**src/logic/card_power_pkg.sv**
```systemverilog
// constants, register map and mode encoding for the card slot power sequencer
package card_power_pkg;
    localparam int unsigned CLK_MHZ          = 250;
    localparam int unsigned RESET_DELAY_US   = 100;
    localparam int unsigned RESET_DELAY_CYC  = RESET_DELAY_US * CLK_MHZ;
    localparam int unsigned OC_DEGLITCH_NS   = 1000;
    localparam int unsigned OC_DEGLITCH_CYC  = (OC_DEGLITCH_NS * CLK_MHZ + 999) / 1000;
    localparam int unsigned SYNC_W           = 13;

    localparam logic [31:0] CTRL_OFFSET      = 32'h0000_0000;
    localparam logic [31:0] STATUS_OFFSET    = 32'h0000_0004;
    localparam logic [31:0] INPUTS_OFFSET    = 32'h0000_0008;
    localparam int unsigned CTRL_INDEP_BIT   = 0;
    localparam logic [1:0]  RESP_OKAY        = 2'h0;
    localparam logic [1:0]  RESP_SLVERR      = 2'h2;

    // input vector bit positions after synchronising
    localparam int unsigned IN_AUX   = 0;
    localparam int unsigned IN_MAIN  = 1;
    localparam int unsigned IN_LOW   = 2;
    localparam int unsigned IN_SHUTDOWN_N  = 3;
    localparam int unsigned IN_STANDBY_N  = 4;
    localparam int unsigned IN_CARD_PRESENT_PCIE_N  = 5;
    localparam int unsigned IN_CARD_PRESENT_USB_N = 6;
    localparam int unsigned IN_HRST  = 7;
    localparam int unsigned IN_RCLK  = 8;
    localparam int unsigned IN_RAIL  = 9;
    localparam int unsigned IN_OC    = 10;

    typedef enum logic [4:0] {
        MODE_OFF      = 5'h01,
        MODE_SHUTDOWN = 5'h02,
        MODE_NOCARD   = 5'h04,
        MODE_STANDBY  = 5'h08,
        MODE_INSERTED = 5'h10
    } mode_t;
endpackage

```
**src/logic/card_slot_power_sequencer.sv**
```systemverilog
// card slot power sequencer: mode selection, reset timing, axi4-lite registers
`timescale 1ns/100ps
module card_slot_power_sequencer
    import card_power_pkg::*;
#(
    parameter int unsigned RESET_DELAY = RESET_DELAY_CYC,
    parameter int unsigned OC_DELAY    = OC_DEGLITCH_CYC
) (
    input  wire logic        aclk,
    input  wire logic        aresetn,
    input  wire logic        clk_en,
    input  wire logic        aux_input_good,
    input  wire logic        main_input_good,
    input  wire logic        low_input_good,
    input  wire logic        shutdown_n,
    input  wire logic        standby_n,
    input  wire logic        card_present_pcie_n,
    input  wire logic        card_present_usb_n,
    input  wire logic        host_reset_n,
    input  wire logic        rails_in_tolerance,
    input  wire logic [2:0]  switch_overcurrent,
    input  wire logic        refclk_enable_i,
    output logic             refclk_enable_o,
    output logic             refclk_enable_oe,
    output logic             overcurrent_n_o,
    output logic             overcurrent_n_oe,
    output logic             card_reset_n,
    output logic             aux_switch_en,
    output logic             main_switch_en,
    output logic             low_switch_en,
    output logic             discharge_en,
    input  wire logic [31:0] s_axi_awaddr,
    input  wire logic        s_axi_awvalid,
    output logic             s_axi_awready,
    input  wire logic [31:0] s_axi_wdata,
    input  wire logic [3:0]  s_axi_wstrb,
    input  wire logic        s_axi_wvalid,
    output logic             s_axi_wready,
    output logic [1:0]       s_axi_bresp,
    output logic             s_axi_bvalid,
    input  wire logic        s_axi_bready,
    input  wire logic [31:0] s_axi_araddr,
    input  wire logic        s_axi_arvalid,
    output logic             s_axi_arready,
    output logic [31:0]      s_axi_rdata,
    output logic [1:0]       s_axi_rresp,
    output logic             s_axi_rvalid,
    input  wire logic        s_axi_rready
);
    localparam logic [SYNC_W-1:0] SYNC_RST = '0;

    logic [SYNC_W-1:0] sync_in;
    logic [SYNC_W-1:0] pins;
    logic              aux_ok;
    logic              main_ok;
    logic              low_ok;
    logic              shutdown_n_n;
    logic              standby_n_n;
    logic              card_n;
    logic              hrst_n;
    logic              rclk_pin;
    logic              rail_ok;
    logic              oc_any;
    logic              rclk_pin_d_r;
    logic              card_n_d_r;
    mode_t             mode_r;
    mode_t             mode_nxt;
    mode_t             saved_mode_r;
    logic              main_sw_nxt;
    logic              low_sw_nxt;
    logic              brk_done_r;
    logic              timer_run_r;
    logic [31:0]       timer_r;
    logic [31:0]       oc_cnt_r;
    logic              indep_r;
    logic              aw_hold_r;
    logic              w_hold_r;
    logic [31:0]       awaddr_r;
    logic [31:0]       wdata_r;
    logic [3:0]        wstrb_r;

    assign sync_in = {switch_overcurrent[2], switch_overcurrent[1], switch_overcurrent[0],
                      rails_in_tolerance, refclk_enable_i, host_reset_n,
                      card_present_usb_n, card_present_pcie_n, standby_n, shutdown_n,
                      low_input_good, main_input_good, aux_input_good};

    input_sync #(.W(SYNC_W)) u_sync (
        .aclk      (aclk),
        .aresetn   (aresetn),
        .ce        (clk_en),
        .async_in  (sync_in),
        .reset_val (SYNC_RST),
        .sync_out  (pins)
    );

    assign aux_ok   = pins[IN_AUX];
    assign main_ok  = pins[IN_MAIN];
    assign low_ok   = pins[IN_LOW];
    assign shutdown_n_n   = pins[IN_SHUTDOWN_N];
    assign standby_n_n   = pins[IN_STANDBY_N];
    assign card_n   = pins[IN_CARD_PRESENT_PCIE_N] & pins[IN_CARD_PRESENT_USB_N];
    assign hrst_n   = pins[IN_HRST];
    assign rclk_pin = pins[IN_RCLK];
    assign rail_ok  = pins[IN_RAIL];
    assign oc_any   = |pins[SYNC_W-1:IN_OC];

    // mode selection; card insertion judged on card_n held low, for two cycles when leaving MODE_OFF
    always_comb begin
        mode_nxt = mode_r;
        if (!aux_ok) begin
            mode_nxt = MODE_OFF;
        end else if (!shutdown_n_n) begin
            mode_nxt = MODE_SHUTDOWN;
        end else if (card_n) begin
            // slot emptied during shutdown: never re-power it from the saved mode
            mode_nxt = MODE_NOCARD;
        end else if (mode_r == MODE_SHUTDOWN) begin
            mode_nxt = saved_mode_r;
        end else begin
            unique case (mode_r)
                MODE_NOCARD: begin
                    mode_nxt = (main_ok && low_ok && standby_n_n) ? MODE_INSERTED : MODE_OFF;
                end
                MODE_OFF: begin
                    if (card_n_d_r == 1'b0 && standby_n_n && (main_ok && low_ok || indep_r &&
                        (main_ok || low_ok))) begin
                        mode_nxt = MODE_INSERTED;
                    end
                end
                MODE_INSERTED: begin
                    if (!standby_n_n || (!indep_r && !(main_ok && low_ok))) begin
                        mode_nxt = MODE_STANDBY;
                    end
                end
                MODE_STANDBY: begin
                    if (standby_n_n && main_ok && low_ok) begin
                        mode_nxt = MODE_INSERTED;
                    end
                end
                default: mode_nxt = MODE_OFF;
            endcase
        end
    end

    // primary switches; variant lets each rail follow its own input only
    always_comb begin
        main_sw_nxt = (mode_nxt == MODE_INSERTED);
        low_sw_nxt  = (mode_nxt == MODE_INSERTED);
        if (indep_r && mode_nxt == MODE_INSERTED) begin
            main_sw_nxt = main_ok;
            low_sw_nxt  = low_ok;
        end
    end

    always_ff @(posedge aclk) begin
        if (!aresetn) begin
            mode_r       <= MODE_OFF;
            saved_mode_r <= MODE_NOCARD;
            card_n_d_r   <= 1'b1;
        end else if (clk_en) begin
            mode_r     <= mode_nxt;
            card_n_d_r <= card_n;
            if (mode_r != MODE_SHUTDOWN && mode_nxt == MODE_SHUTDOWN) begin
                saved_mode_r <= (mode_r == MODE_OFF) ? MODE_NOCARD : mode_r;
            end
        end
    end

    always_ff @(posedge aclk) begin
        if (!aresetn) begin
            aux_switch_en  <= 1'b0;
            main_switch_en <= 1'b0;
            low_switch_en  <= 1'b0;
        end else if (clk_en) begin
            aux_switch_en  <= (mode_nxt == MODE_INSERTED) || (mode_nxt == MODE_STANDBY);
            main_switch_en <= main_sw_nxt;
            low_switch_en  <= low_sw_nxt;
        end
    end

    // discharge waits a cycle with switches already off
    always_ff @(posedge aclk) begin
        if (!aresetn) begin
            brk_done_r   <= 1'b0;
            discharge_en <= 1'b0;
        end else if (clk_en) begin
            brk_done_r <= !(aux_switch_en || main_switch_en || low_switch_en);
            // shutdown keeps discharge regardless of card present
            discharge_en <= (mode_r == MODE_SHUTDOWN ||
                             (mode_r == MODE_NOCARD && card_n)) &&
                            brk_done_r && !(aux_switch_en || main_switch_en || low_switch_en);
        end
    end

    // refclk line: open drain, low while rails bad; host reset does not touch it
    always_ff @(posedge aclk) begin
        if (!aresetn) begin
            refclk_enable_oe <= 1'b1;
            refclk_enable_o  <= 1'b0;
            rclk_pin_d_r     <= 1'b0;
        end else if (clk_en) begin
            refclk_enable_o  <= 1'b0;
            refclk_enable_oe <= !(mode_r == MODE_INSERTED && rail_ok);
            rclk_pin_d_r     <= rclk_pin;
        end
    end

    // release timer: armed on refclk rising edge, dropped if mode, rails or refclk lost; host reset does not drop it
    always_ff @(posedge aclk) begin
        if (!aresetn) begin
            timer_run_r <= 1'b0;
            timer_r     <= '0;
        end else if (clk_en) begin
            if (mode_r != MODE_INSERTED || !rail_ok || !rclk_pin) begin
                timer_run_r <= 1'b0;
                timer_r     <= '0;
            end else if (rclk_pin && !rclk_pin_d_r) begin
                timer_run_r <= 1'b1;
                timer_r     <= '0;
            end else if (timer_run_r && timer_r < RESET_DELAY) begin
                timer_r <= timer_r + 32'h0000_0001;
            end
        end
    end

    always_ff @(posedge aclk) begin
        if (!aresetn) begin
            card_reset_n <= 1'b0;
        end else if (clk_en) begin
            card_reset_n <= timer_run_r && timer_r >= RESET_DELAY && rail_ok && hrst_n &&
                            rclk_pin && mode_r == MODE_INSERTED;
        end
    end

    // overcurrent deglitch: must persist OC_DELAY cycles before flagging
    always_ff @(posedge aclk) begin
        if (!aresetn) begin
            oc_cnt_r         <= '0;
            overcurrent_n_oe <= 1'b0;
            overcurrent_n_o  <= 1'b0;
        end else if (clk_en) begin
            overcurrent_n_o <= 1'b0;
            if (!oc_any) begin
                oc_cnt_r         <= '0;
                overcurrent_n_oe <= 1'b0;
            end else if (oc_cnt_r < OC_DELAY) begin
                oc_cnt_r <= oc_cnt_r + 32'h0000_0001;
            end else begin
                overcurrent_n_oe <= 1'b1;
            end
        end
    end

    // axi4-lite write: address and data taken in either order
    always_ff @(posedge aclk) begin
        if (!aresetn) begin
            aw_hold_r     <= 1'b0;
            w_hold_r      <= 1'b0;
            awaddr_r      <= '0;
            wdata_r       <= '0;
            wstrb_r       <= '0;
            s_axi_awready <= 1'b0;
            s_axi_wready  <= 1'b0;
            s_axi_bvalid  <= 1'b0;
            s_axi_bresp   <= RESP_OKAY;
            indep_r       <= 1'b0;
        end else if (clk_en) begin
            s_axi_awready <= !aw_hold_r && !s_axi_awready && !s_axi_bvalid;
            s_axi_wready  <= !w_hold_r && !s_axi_wready && !s_axi_bvalid;
            if (s_axi_awvalid && s_axi_awready) begin
                aw_hold_r     <= 1'b1;
                awaddr_r      <= s_axi_awaddr;
                s_axi_awready <= 1'b0;
            end
            if (s_axi_wvalid && s_axi_wready) begin
                w_hold_r     <= 1'b1;
                wdata_r      <= s_axi_wdata;
                wstrb_r      <= s_axi_wstrb;
                s_axi_wready <= 1'b0;
            end
            if (aw_hold_r && w_hold_r && !s_axi_bvalid) begin
                aw_hold_r    <= 1'b0;
                w_hold_r     <= 1'b0;
                s_axi_bvalid <= 1'b1;
                if (awaddr_r[7:0] == CTRL_OFFSET[7:0] && awaddr_r[31:8] == '0) begin
                    s_axi_bresp <= RESP_OKAY;
                    if (wstrb_r[0]) begin
                        indep_r <= wdata_r[CTRL_INDEP_BIT];
                    end
                end else if (awaddr_r == STATUS_OFFSET || awaddr_r == INPUTS_OFFSET) begin
                    s_axi_bresp <= RESP_OKAY; // read-only, write ignored
                end else begin
                    s_axi_bresp <= RESP_SLVERR;
                end
            end else if (s_axi_bvalid && s_axi_bready) begin
                s_axi_bvalid <= 1'b0;
            end
        end
    end

    // axi4-lite read
    always_ff @(posedge aclk) begin
        if (!aresetn) begin
            s_axi_arready <= 1'b0;
            s_axi_rvalid  <= 1'b0;
            s_axi_rdata   <= '0;
            s_axi_rresp   <= RESP_OKAY;
        end else if (clk_en) begin
            s_axi_arready <= !s_axi_arready && !s_axi_rvalid;
            if (s_axi_arvalid && s_axi_arready) begin
                s_axi_arready <= 1'b0;
                s_axi_rvalid  <= 1'b1;
                s_axi_rresp   <= RESP_OKAY;
                if (s_axi_araddr == CTRL_OFFSET) begin
                    s_axi_rdata <= {31'h0000_0000, indep_r};
                end else if (s_axi_araddr == STATUS_OFFSET) begin
                    s_axi_rdata <= {20'h0_0000, card_reset_n, refclk_enable_oe,
                                    overcurrent_n_oe, discharge_en, low_switch_en,
                                    main_switch_en, aux_switch_en, 5'(mode_r)};
                end else if (s_axi_araddr == INPUTS_OFFSET) begin
                    s_axi_rdata <= {19'h0_0000, pins};
                end else begin
                    s_axi_rdata <= '0;
                    s_axi_rresp <= RESP_SLVERR;
                end
            end else if (s_axi_rvalid && s_axi_rready) begin
                s_axi_rvalid <= 1'b0;
            end
        end
    end
endmodule

```
**src/logic/input_sync.sv**
```systemverilog
// two-flop synchroniser bank for pin inputs
`timescale 1ns/100ps
module input_sync #(
    parameter int unsigned W = 8
) (
    input  wire logic         aclk,
    input  wire logic         aresetn,
    input  wire logic         ce,
    input  wire logic [W-1:0] async_in,
    input  wire logic [W-1:0] reset_val,
    output logic      [W-1:0] sync_out
);
    logic [W-1:0] meta_r;

    // reset value is a constant at the instance, never a live pin
    always_ff @(posedge aclk) begin
        if (!aresetn) begin
            meta_r   <= reset_val;
            sync_out <= reset_val;
        end else if (ce) begin
            meta_r   <= async_in;
            sync_out <= meta_r;
        end
    end
endmodule

```
**config.mk**
```make
export PLATFORM = sky130hd
export DESIGN_NAME = card_slot_power_sequencer
export DESIGN_NICKNAME = d
export VERILOG_FILES = /design/src/logic/card_power_pkg.sv /design/src/logic/card_slot_power_sequencer.sv /design/src/logic/input_sync.sv
export SDC_FILE = /design/constraint.sdc
export NUM_CORES = 1
export LEC_CHECK = 0
export BUFFER_PORTS_ARGS = -buffer_cell sky130_fd_sc_hd__buf_2
export CORE_MARGIN = 2
export CORE_UTILIZATION = 45
export DETAILED_ROUTE_END_ITERATION = 16
export PLACE_DENSITY_LB_ADDON = 0.3
export SETUP_SLACK_MARGIN = 0.5
export SYNTH_ARGS = -nofsm -noshare
export SYNTH_HDL_FRONTEND = slang
export SYNTH_HIERARCHICAL = 1
export SYNTH_SLANG_ARGS = --single-unit
```
**constraint.sdc**
```tcl
create_clock -name aclk -period 2.74 [get_ports aclk]
set_input_delay 0.548 -clock aclk [delete_from_list [all_inputs] [get_ports aclk]]
set_output_delay 0.548 -clock aclk [all_outputs]
set_load 0.01 [all_outputs]
```
# [Word-level counts from Yosys, hierarchy flattened]
# Index checks and enable logic that the tools add are counted.
[op_classes] muxes=40 eq_ne=16 reduce_logical=83 add_sub_neg=2 magnitude_cmp=3 bitwise=2
[ops] op="$mux 32" n=5
[ops] op="$add 32x1->32 const B" n=2
[ops] op="$eq 32x3->1 const B" n=2
[ops] op="$eq 32x4->1 const B" n=2
[ops] op="$mux 5" n=9
[ops] op="$mux 13" n=3
[ops] op="$logic_and 1x1->1" n=34
[ops] op="$ge 32x15->1 const B" n=1
[ops] op="$logic_not 32->1" n=1
[ops] op="$lt 32x15->1 const B" n=1
[ops] op="$lt 32x8->1 const B" n=1
[ops] op="$reduce_and 2->1" n=13
[ops] op="$logic_not 24->1" n=1
[ops] op="$pmux 5 s4" n=1
[ops] op="$mux 1" n=17
[ops] op="$logic_not 1->1" n=15
[ops] op="$eq 5x2->1 const B" n=2
[ops] op="$eq 5x4->1 const B" n=2
[ops] op="$eq 5x5->1 const B" n=2
[ops] op="$logic_or 1x1->1" n=10
[ops] op="$mux 2" n=5
[ops] op="$reduce_bool 2->1" n=5
[ops] op="$logic_not 8->1" n=1
[ops] op="$eq 5x1->1 const B" n=1
[ops] op="10 further kinds" n=10
[totals] word_cells=177 output_inout_bits=50 regBits=189 in_bits=121

# [Longest topological paths before layout]
# Gate-level depths: netlist of run 1.
[depth] depth_word=13 depth_mapped=8 ltp_nobuf=6

# [Hierarchy]
# Netlist of run 1, hierarchy kept.
[by_module_without_submodules] module="card_slot_power_sequencer" area_each_um2=6032.0 n_inst=1 seq_area_each_um2=2842.7 cells_per_inst=704
[by_module_without_submodules] module="input_sync" area_each_um2=1202.4 n_inst=1 seq_area_each_um2=780.7 cells_per_inst=56

# [Worst setup path before layout of run 1]
# OpenSTA, ideal clock, no wires.
[synth_path] path_kind="register to register" from="register timer_r[9]" to="register timer_r[12]" period_less_slack_ps=2128 path_slack_ps=612 path_stages_with_launch=6 setup_time_ps=70 arrival_time_ps=2058 cell_sequence="dfxtp_1 or4_1 o311a_1 o21a_2 or4_1 a21oi_1"
[synth_between] elab_chain_cells=4 word_cells_on_any_way=8 cone_classes="add/sub: 1; order compare: 1; mux: 3; reduce/logical: 3"
[synth_rtl] item="start: declaration" line="card_slot_power_sequencer.sv:73" text="logic [31:0] timer_r;"
[synth_rtl] item="start signal: assignment" line="card_slot_power_sequencer.sv:221" text="timer_r <= timer_r + 32'h0000_0001;"
[synth_rtl] item="$add 32x1->32 / $lt 32x15->1 (equally long branches)" line="card_slot_power_sequencer.sv:221, card_slot_power_sequencer.sv:220"
[synth_rtl] item="$mux 32 / $logic_and 1x1->1 (equally long branches)" line="card_slot_power_sequencer.sv:220" text="end else if (timer_run_r && timer_r < RESET_DELAY) begin"
[synth_rtl] item="$mux 32 / $reduce_bool 3->1 (equally long branches)"
[synth_rtl] item="$mux 32 / $reduce_and 2->1 (equally long branches)"
# Parallel ways exist; a longest one is shown, timed or not. The select of a mux whose other input is x is not followed.
# A chain may end at the register's enable or synchronous reset.

# [Worst setup path in the final report of run 1]
[layout_path] from="register timer_r[9]" to="register timer_r[11]"
# The elaborated chain is that of the path after synthesis.

==> out/summary.txt, run 1 <==
final hold vios: 0
height of the die: 130.8 µm
leakage: 3.677 nW
I/O Buffers: 113
area grow syn2layout: 21.48%
Post-synth EDFFs: 26
CP startpoint kind: register
met1 global-route usage: 27.17%
cell breakdown of the critical path: or4_4 -> o311a_4 -> o21a_4 -> or4_1 -> a21oi_1
CP Capture Type: register
synth unique cells: 51
CP Data Arrival Time: 2.59 ns
cell internal pwr: 4.254 mW
DP Worst Slack: 0.3706 ns
part of the power in combinational logic: 6.7%
Placer Congestion: 0.8973
routing usage on met3: 4.805%
reg2reg start: timer_r[9]$_SDFFE_PN0P_
top_reg_cell synth: dfxtp_1
final setup violation count: 0
Crit. Startpoint: timer_r[9]$_SDFFE_PN0P_
worst-path maximum fanout: 5
Slowest cell on crit path: or4_4
Slew headroom: 39.48%
Adder-Cell Fraction of Synth Area: 0.6572%
R2R depth: 5
Clock Tree Root: clkbuf_16
Clk Latency, worst-skew pair: 0.42 ns
GR peak layer: met2
n_diodes: 0
first-pass GRT wire length: 25300 µm
Final nets: 1021
RSZ-0062 raised after global routing: true
fraction of registers with async set/reset: 0%
total core area: 15770 µm²
delay-heaviest family, CP: simple AND/OR/NAND/NOR gates
Critical path buffers and inverters: 0
Psw: 1.245 mW
period utilization: 81.79%
Yosys warnings: 6
Synth Area in XOR/XNOR: 0.7264%
I/O pins: 171
simple-gate share of the synthesized area: 24.25%
total power divided by cell area: 625.7 nW/µm²
Setup CP Type: reg2reg
Cells after Synth: 760
cell taking the most area after synthesis: dfxtp_1
Critical R2R Capture: timer_r[11]$_SDFFE_PN0P_
met2 usage: 27.51%
FMAX: 0.4462 GHz
setup total negative slack: 0 ns
Final Max Tran Viols: 0
Post-Synthesis Cell Area: 7234 µm²
largest net degree at the start of global routing: 52
Seq pwr share: 48.2%
layout cell share with drive strength beyond 1: 23.63%
Worst Path Required: 3.09 ns
Global Route Usage Sum: 18.93%
syn avg cell area: 9.519 µm²
initial antenna violation count: 0
Pre-Repair DR Iteration Count: 4
H-tree depth: 4
Peak supply drop: 0.0004568 V
# hold bufs at CTS: 0
Hold Path End: awaddr_r[16]$_SDFFE_PN0P_
Pwr Total: 5.499 mW
via/cell ratio: 5.111
Die X: 130.8 µm
routed via count: 5755
Seq/Total Area, Yosys: 50.09%
#FFs+latches synth: 168
mux cell area share after synthesis: 6.278%
clock buffer depth: 2
final setup margin: 0.4990 ns
Worst Skew: 0.01095 ns
CTS Buf Count: 17
ANT nets after route: 0
Clk pin slew, worst setup/hold paths: 0.07 ns
setup slack, reg-to-reg: 0.50 ns
max incr delay on CP: 0.54 ns
largest family of logic cells by synthesized area: simple AND/OR/NAND/NOR gates
CTS sink cnt: 168
Final min period: 2.241 ns
max-cap violation count: 0
synth top area cells: dfxtp_1, edfxtp_1, nand2_1, and3_1, mux2_4
Net Sw Frac: 22.64%
vias in the first global route: 5111
Residual DRC: 0
clock network power share: 45.1%
Tightest Hold Check Type: in2reg
status: finished clean
min-delay src: s_axi_awaddr[16]
Min Hold Slack: 0.3648 ns
total gr overflow: 0
DRT iter0 DRCs: 442
top-area cell type share of the netlist area: 39.29%
WHS Path Cells: 3
TritonCTS clock tree: built
post-DR wirelength/cell: 14.24 µm
Compound-Gate Fraction of Synth Area: 12.40%
initial cell density of the core: 45.87%
final WL: 16030 µm
hpwl dp: 11160 µm
Util after Layout: 55.73%
Slew @ Worst Pin: 0.9008 ns
FP Rows: 46
die area: 17110 µm²
==> kinds of logic (layout without fill, tap and decap cells) <==
kind of cell	Yosys count	after routing
flip-flops	168	168
other	1	49
AO/OA/AOI/OAI	137	139
adder cells (fa/ha/maj)	4	4
buffers and inverters	71	171
XOR/XNOR	6	6
multiplexers	35	35
AND/OR/NAND/NOR	338	338
==> how the worst max path moves through the flow <==
stage | slack [ns] | endpoint | cells past startpoint
final | 0.50 | timer_r[11]$_SDFFE_PN0P_ | 5
after global routing | 0.47 | main_switch_en$_SDFFE_PN0P_ | 6
after CTS | 0.50 | timer_r[13]$_SDFFE_PN0P_ | 6
after detailed placement | 0.37 | timer_r[13]$_SDFFE_PN0P_ | 5
after global placement | 0.39 | timer_r[12]$_SDFFE_PN0P_ | 5
after floorplan | 0.61 | timer_r[12]$_SDFFE_PN0P_ | 5
==> layout by cell type, fill, tap and decap left out, drive strengths merged, types with 4 or more instances in the layout <==
cell type / synthesis / final
nand3: 35 / 35
o21ai: 28 / 28
or3: 13 / 13
a21boi: 37 / 37
nor2b: 29 / 29
mux2i: 9 / 9
nor3: 12 / 12
edfxtp: 26 / 26
a21oi: 30 / 30
or4: 5 / 5
o31ai: 4 / 4
dfxtp: 142 / 142
conb: 1 / 49
nor2: 20 / 20
o21a: 6 / 8
a22oi: 15 / 15
and3: 46 / 46
mux2: 26 / 26
buf: 28 / 132
and2: 6 / 6
nand2: 118 / 118
nor3b: 5 / 5
nor4: 28 / 28
clkbuf: 36 / 21
nand4: 8 / 8
xor2: 4 / 4
and4b: 4 / 4
inv: 7 / 12
==> metal layers <==
metal	vias up	part of all wire, %
met2	145	45
met5	-	0
met1	2664	48
li1	2935	-
met4	0	1.4
met3	11	5.0
==> final cells by class <==
type | count | area [µm²]
tap | 216 | 270.3
timing repair buffer | 132 | 735.7
clock buffer | 21 | 494.2
inverter | 7 | 26.28
multi-input combinational | 571 | 3502
sequential | 168 | 3631
clock inverter | 11 | 128.9
fill | 1468 | 6982
==> metrics by stage <==
| step | instance area (µm²) | std cells |
|---|---|---|
| 6_report | 8788 | 1126 |
| 5_1_grt | 8788 | 1126 |
| 4_1_cts | 8648 | 1122 |
| 3_5_place_dp | 8003 | 1088 |
| 3_3_place_gp | 8003 | 1088 |
| 2_1_floorplan | 7415 | 808 |
==> synth_stat cells (2+ instances only) <==
library cell  count
a211oi_1          2
o31ai_1           4
nand2b_1          3
inv_1             7
buf_4            23
nor3b_1           5
buf_12            2
nand2_1         118
nor2b_1          29
mux2i_1           9
o21a_1            5
clkbuf_1         36
dfxtp_1         142
xor2_1            4
nor4_1           28
edfxtp_1         26
o2111ai_1         3
xnor2_1           2
nor3_1           12
nor2_1           20
or4_1             5
mux2_4           19
ha_1              3
o211ai_1          3
mux2_2            7
or3_1            13
and4_1            2
and4b_1           4
and3_1           46
a21oi_1          30
nor4b_1           2
a32oi_1           3
a21boi_0         37
nand3_1          35
o21ai_0          28
a22oi_1          15
buf_6             2
and2_1            6
nand4_1           8
==> registers in the layout, indices dropped and copies added (netlist names), 5 cells and up <==
| signal | count |
|---|---|
| awaddr_r | 32 |
| mode_r | 5 |
| oc_cnt_r | 32 |
| s_axi_rdata | 13 |
| saved_mode_r | 5 |
| timer_r | 32 |
| u_sync/meta_r | 13 |
| u_sync/sync_out | 13 |
==> tightest hold or removal path: stages <==
cell and delay (ns):
buf_2 0.10, nand2_1 0.04, a21boi_0 0.06
==> what timing repair did <==
item,in CTS,in global routing
cloned,1,1
buffers inserted,1,3
gates resized for setup,1,23
pin swaps,2,9
endpoints found under the setup margin,4,21
==> power by group through the flow <==
stage / registers (mW) / clock network (mW) / logic (mW)
final: 2.65 / 2.48 / 0.368
after global routing: 2.66 / 2.63 / 0.411
after CTS: 2.65 / 2.53 / 0.360
after detailed placement: 2.71 / 0 / 0.354
after global placement: 2.70 / 0 / 0.351
after floorplan: 2.67 / 0 / 0.269
(Power assumes the default switching activity.)
==> run 2, diff against run 1 <==
==> constraint.sdc (replaced) <==
create_clock -name aclk -period 2.3 [get_ports aclk]
set_input_delay 0.46 -clock aclk [delete_from_list [all_inputs] [get_ports aclk]]
set_output_delay 0.46 -clock aclk [all_outputs]
set_load 0.01 [all_outputs]
==> run 2 against run 1 <==
Net effect: design area up 3.2%; critical path type unchanged; combinational power up 32%; sequential power up 19%; largest cell class is now multi-input combinational cells; flip-flop and latch count unchanged.
==> out/summary.txt, run 2 (same netlist as run 1, synthesis figures left out) <==
Worst Skew: 0.01688 ns (+0.005926 ns)
ANT nets after route: 0 (unchanged)
post-DR wirelength/cell: 14.50 µm (+1.9%)
Clk Latency, worst-skew pair: 0.43 ns (about the same)
Hold Path End: awaddr_r[30]$_SDFFE_PN0P_
total core area: 15770 µm² (unchanged)
initial antenna violation count: 1 (+1)
status: finished clean
max-cap violation count: 0 (unchanged)
worst-path maximum fanout: 7 (+2)
period utilization: 90.68% (+8.9 points)
final WL: 16560 µm (+3.3%)
RSZ-0062 raised after global routing: true
Pre-Repair DR Iteration Count: 5 (+1)
final std cells w/o fill: 1142 (+1.4%)
final hold vios: 0 (unchanged)
CTS sink cnt: 168 (unchanged)
via/cell ratio: 5.172 (+1.2%)
# hold bufs at CTS: 0 (unchanged)
I/O Buffers: 113 (unchanged)
commonest non-fill, non-tap cell in the layout: dfxtp_1
die area: 17110 µm² (unchanged)
Global Route Usage Sum: 18.77% (-0.15 points)
Clock Tree Root: clkbuf_16
routed via count: 5906 (+2.6%)
height of the die: 130.8 µm (unchanged)
Min Hold Slack: 0.2733 ns (-0.09145 ns)
final setup margin: 0.2144 ns (-0.2846 ns)
setup total negative slack: 0 ns (unchanged)
FMAX: 0.4795 GHz (+7.5%)
H-tree depth: 4 (unchanged)
biggest regs: awaddr_r x32, oc_cnt_r x32, timer_r x32
area grow syn2layout: 25.34%
first-pass GRT wire length: 25340 µm (+0.19%)
Pwr Total: 6.433 mW (+17%)
clock buffer depth: 2 (unchanged)
total gr overflow: 0 (unchanged)
area of placed instances: 8118 µm² (+1.4%)
Placer Congestion: 0.8772 (-2.2%)
setup slack, reg-to-reg: 0.21 ns (-0.28 ns)
Final min period: 2.086 ns (-0.1554 ns)
DRT iter0 DRCs: 386 (-13%)
reg2reg start: timer_r[10]$_SDFFE_PN0P_
Worst Path Required: 2.65 ns (-0.44 ns)
CTS Buf Count: 17 (unchanged)
Die X: 130.8 µm (unchanged)
vias in the first global route: 5086 (-0.49%)
Final nets: 1036 (+1.5%)
Critical R2R Capture: timer_r[12]$_SDFFE_PN0P_
Clk pin slew, worst setup/hold paths: 0.07 ns (about the same)
CP Data Arrival Time: 2.43 ns (-0.16 ns)
FP Rows: 46 (unchanged)
leakage: 3.791 nW (+3.1%)
WHS Path Cells: 3 (unchanged)
Slowest cell on crit path: or4_4
CP Capture Type: register
layout cell share with drive strength beyond 1: 27.68% (+4.0 points)
TritonCTS clock tree: built
DP Worst Slack: 0.07925 ns (-0.2913 ns)
final setup violation count: 0 (unchanged)
Tightest Hold Check Type: in2reg
largest net degree at the start of global routing: 58 (+12%)
max incr delay on CP: 0.53 ns (about the same)
most used cell, CP: or4_4
hpwl dp: 11210 µm (+0.46%)
Setup CP Type: reg2reg
post-route cell area: 9067 µm² (+3.2%)
I/O pins: 171 (unchanged)
Peak supply drop: 0.0005339 V (+17%)
Util after Layout: 57.50% (+1.8 points)
Final Max Tran Viols: 0 (unchanged)
initial cell density of the core: 45.87% (unchanged)
commonest cells after routing, fill and taps aside: dfxtp_1, nand2_1, buf_2
min-delay src: s_axi_awaddr[30]
cell breakdown of the critical path: or4_4 -> o311a_4 -> o21a_4 -> or4_4 -> a21oi_2
Residual DRC: 0 (unchanged)
R2R depth: 5 (unchanged)
total power divided by cell area: 709.5 nW/µm² (+13%)
Inst Count DP: 1097 (+0.83%)
CP startpoint kind: register
-- run 2: layout make-up --
class                   count  area (µm²)
diodes                      1       2.502
clock buffers              17       425.4
clock inverters            15       152.6
fillers                  1409        6703
inverters                   7       26.28
multi-input cells         571        3696
flip-flops and latches    168        3635
well taps                 216       270.3
repair buffers            147       859.6
-- run 2: worst max-delay path by stage --
stage / startpoint / endpoint / slack, ns / cells past startpoint
global placement: s_axi_araddr[9] / s_axi_rdata[2]$_SDFFE_PN0P_ / 0.1 / 7
detailed placement: clk_en / s_axi_rdata[2]$_SDFFE_PN0P_ / 0.08 / 7
finish: timer_r[10]$_SDFFE_PN0P_ / timer_r[12]$_SDFFE_PN0P_ / 0.21 / 5
global route: timer_r[10]$_SDFFE_PN0P_ / timer_r[12]$_SDFFE_PN0P_ / 0.17 / 5
floorplan: timer_r[12]$_SDFFE_PN0P_ / timer_r[8]$_SDFFE_PN0P_ / 0.33 / 6
CTS: timer_r[10]$_SDFFE_PN0P_ / timer_r[12]$_SDFFE_PN0P_ / 0.16 / 5
-- run 2: what timing repair did --
action | in CTS | in global routing
resized for setup | 26 | 38
setup buffers | 7 | 3
setup endpoints to repair | 43 | 45
endpoints found under the hold margin | 0 | 0
pin swaps | 12 | 16
gates cloned | 2 | 0
-- run 2: layer usage --
layer  share of wire, %  vias to the layer above  global-route usage [%]
li1                   -                     2965                       -
met1                 49                     2765                   28.03
met2                 44                      156                   26.81
met3                4.2                       20                   3.094
met4                2.1                        0                   7.947
met5                  0                        -                       0
-- run 2: critical path: cells and delay by family (launching register included) --
family	cells	cell delay [ns]
compound gates	3	0.73
flops	1	0.34
simple gates	2	0.96
-- run 2: report_power, final --
group / switching [mW] / internal (mW) / leakage [nW]
logic: 0.251 / 0.233 / 2.09
clock network: 1.26 / 1.53 / 0.282
registers: 0.0782 / 3.08 / 1.42
total: 1.59 / 4.85 / 3.79
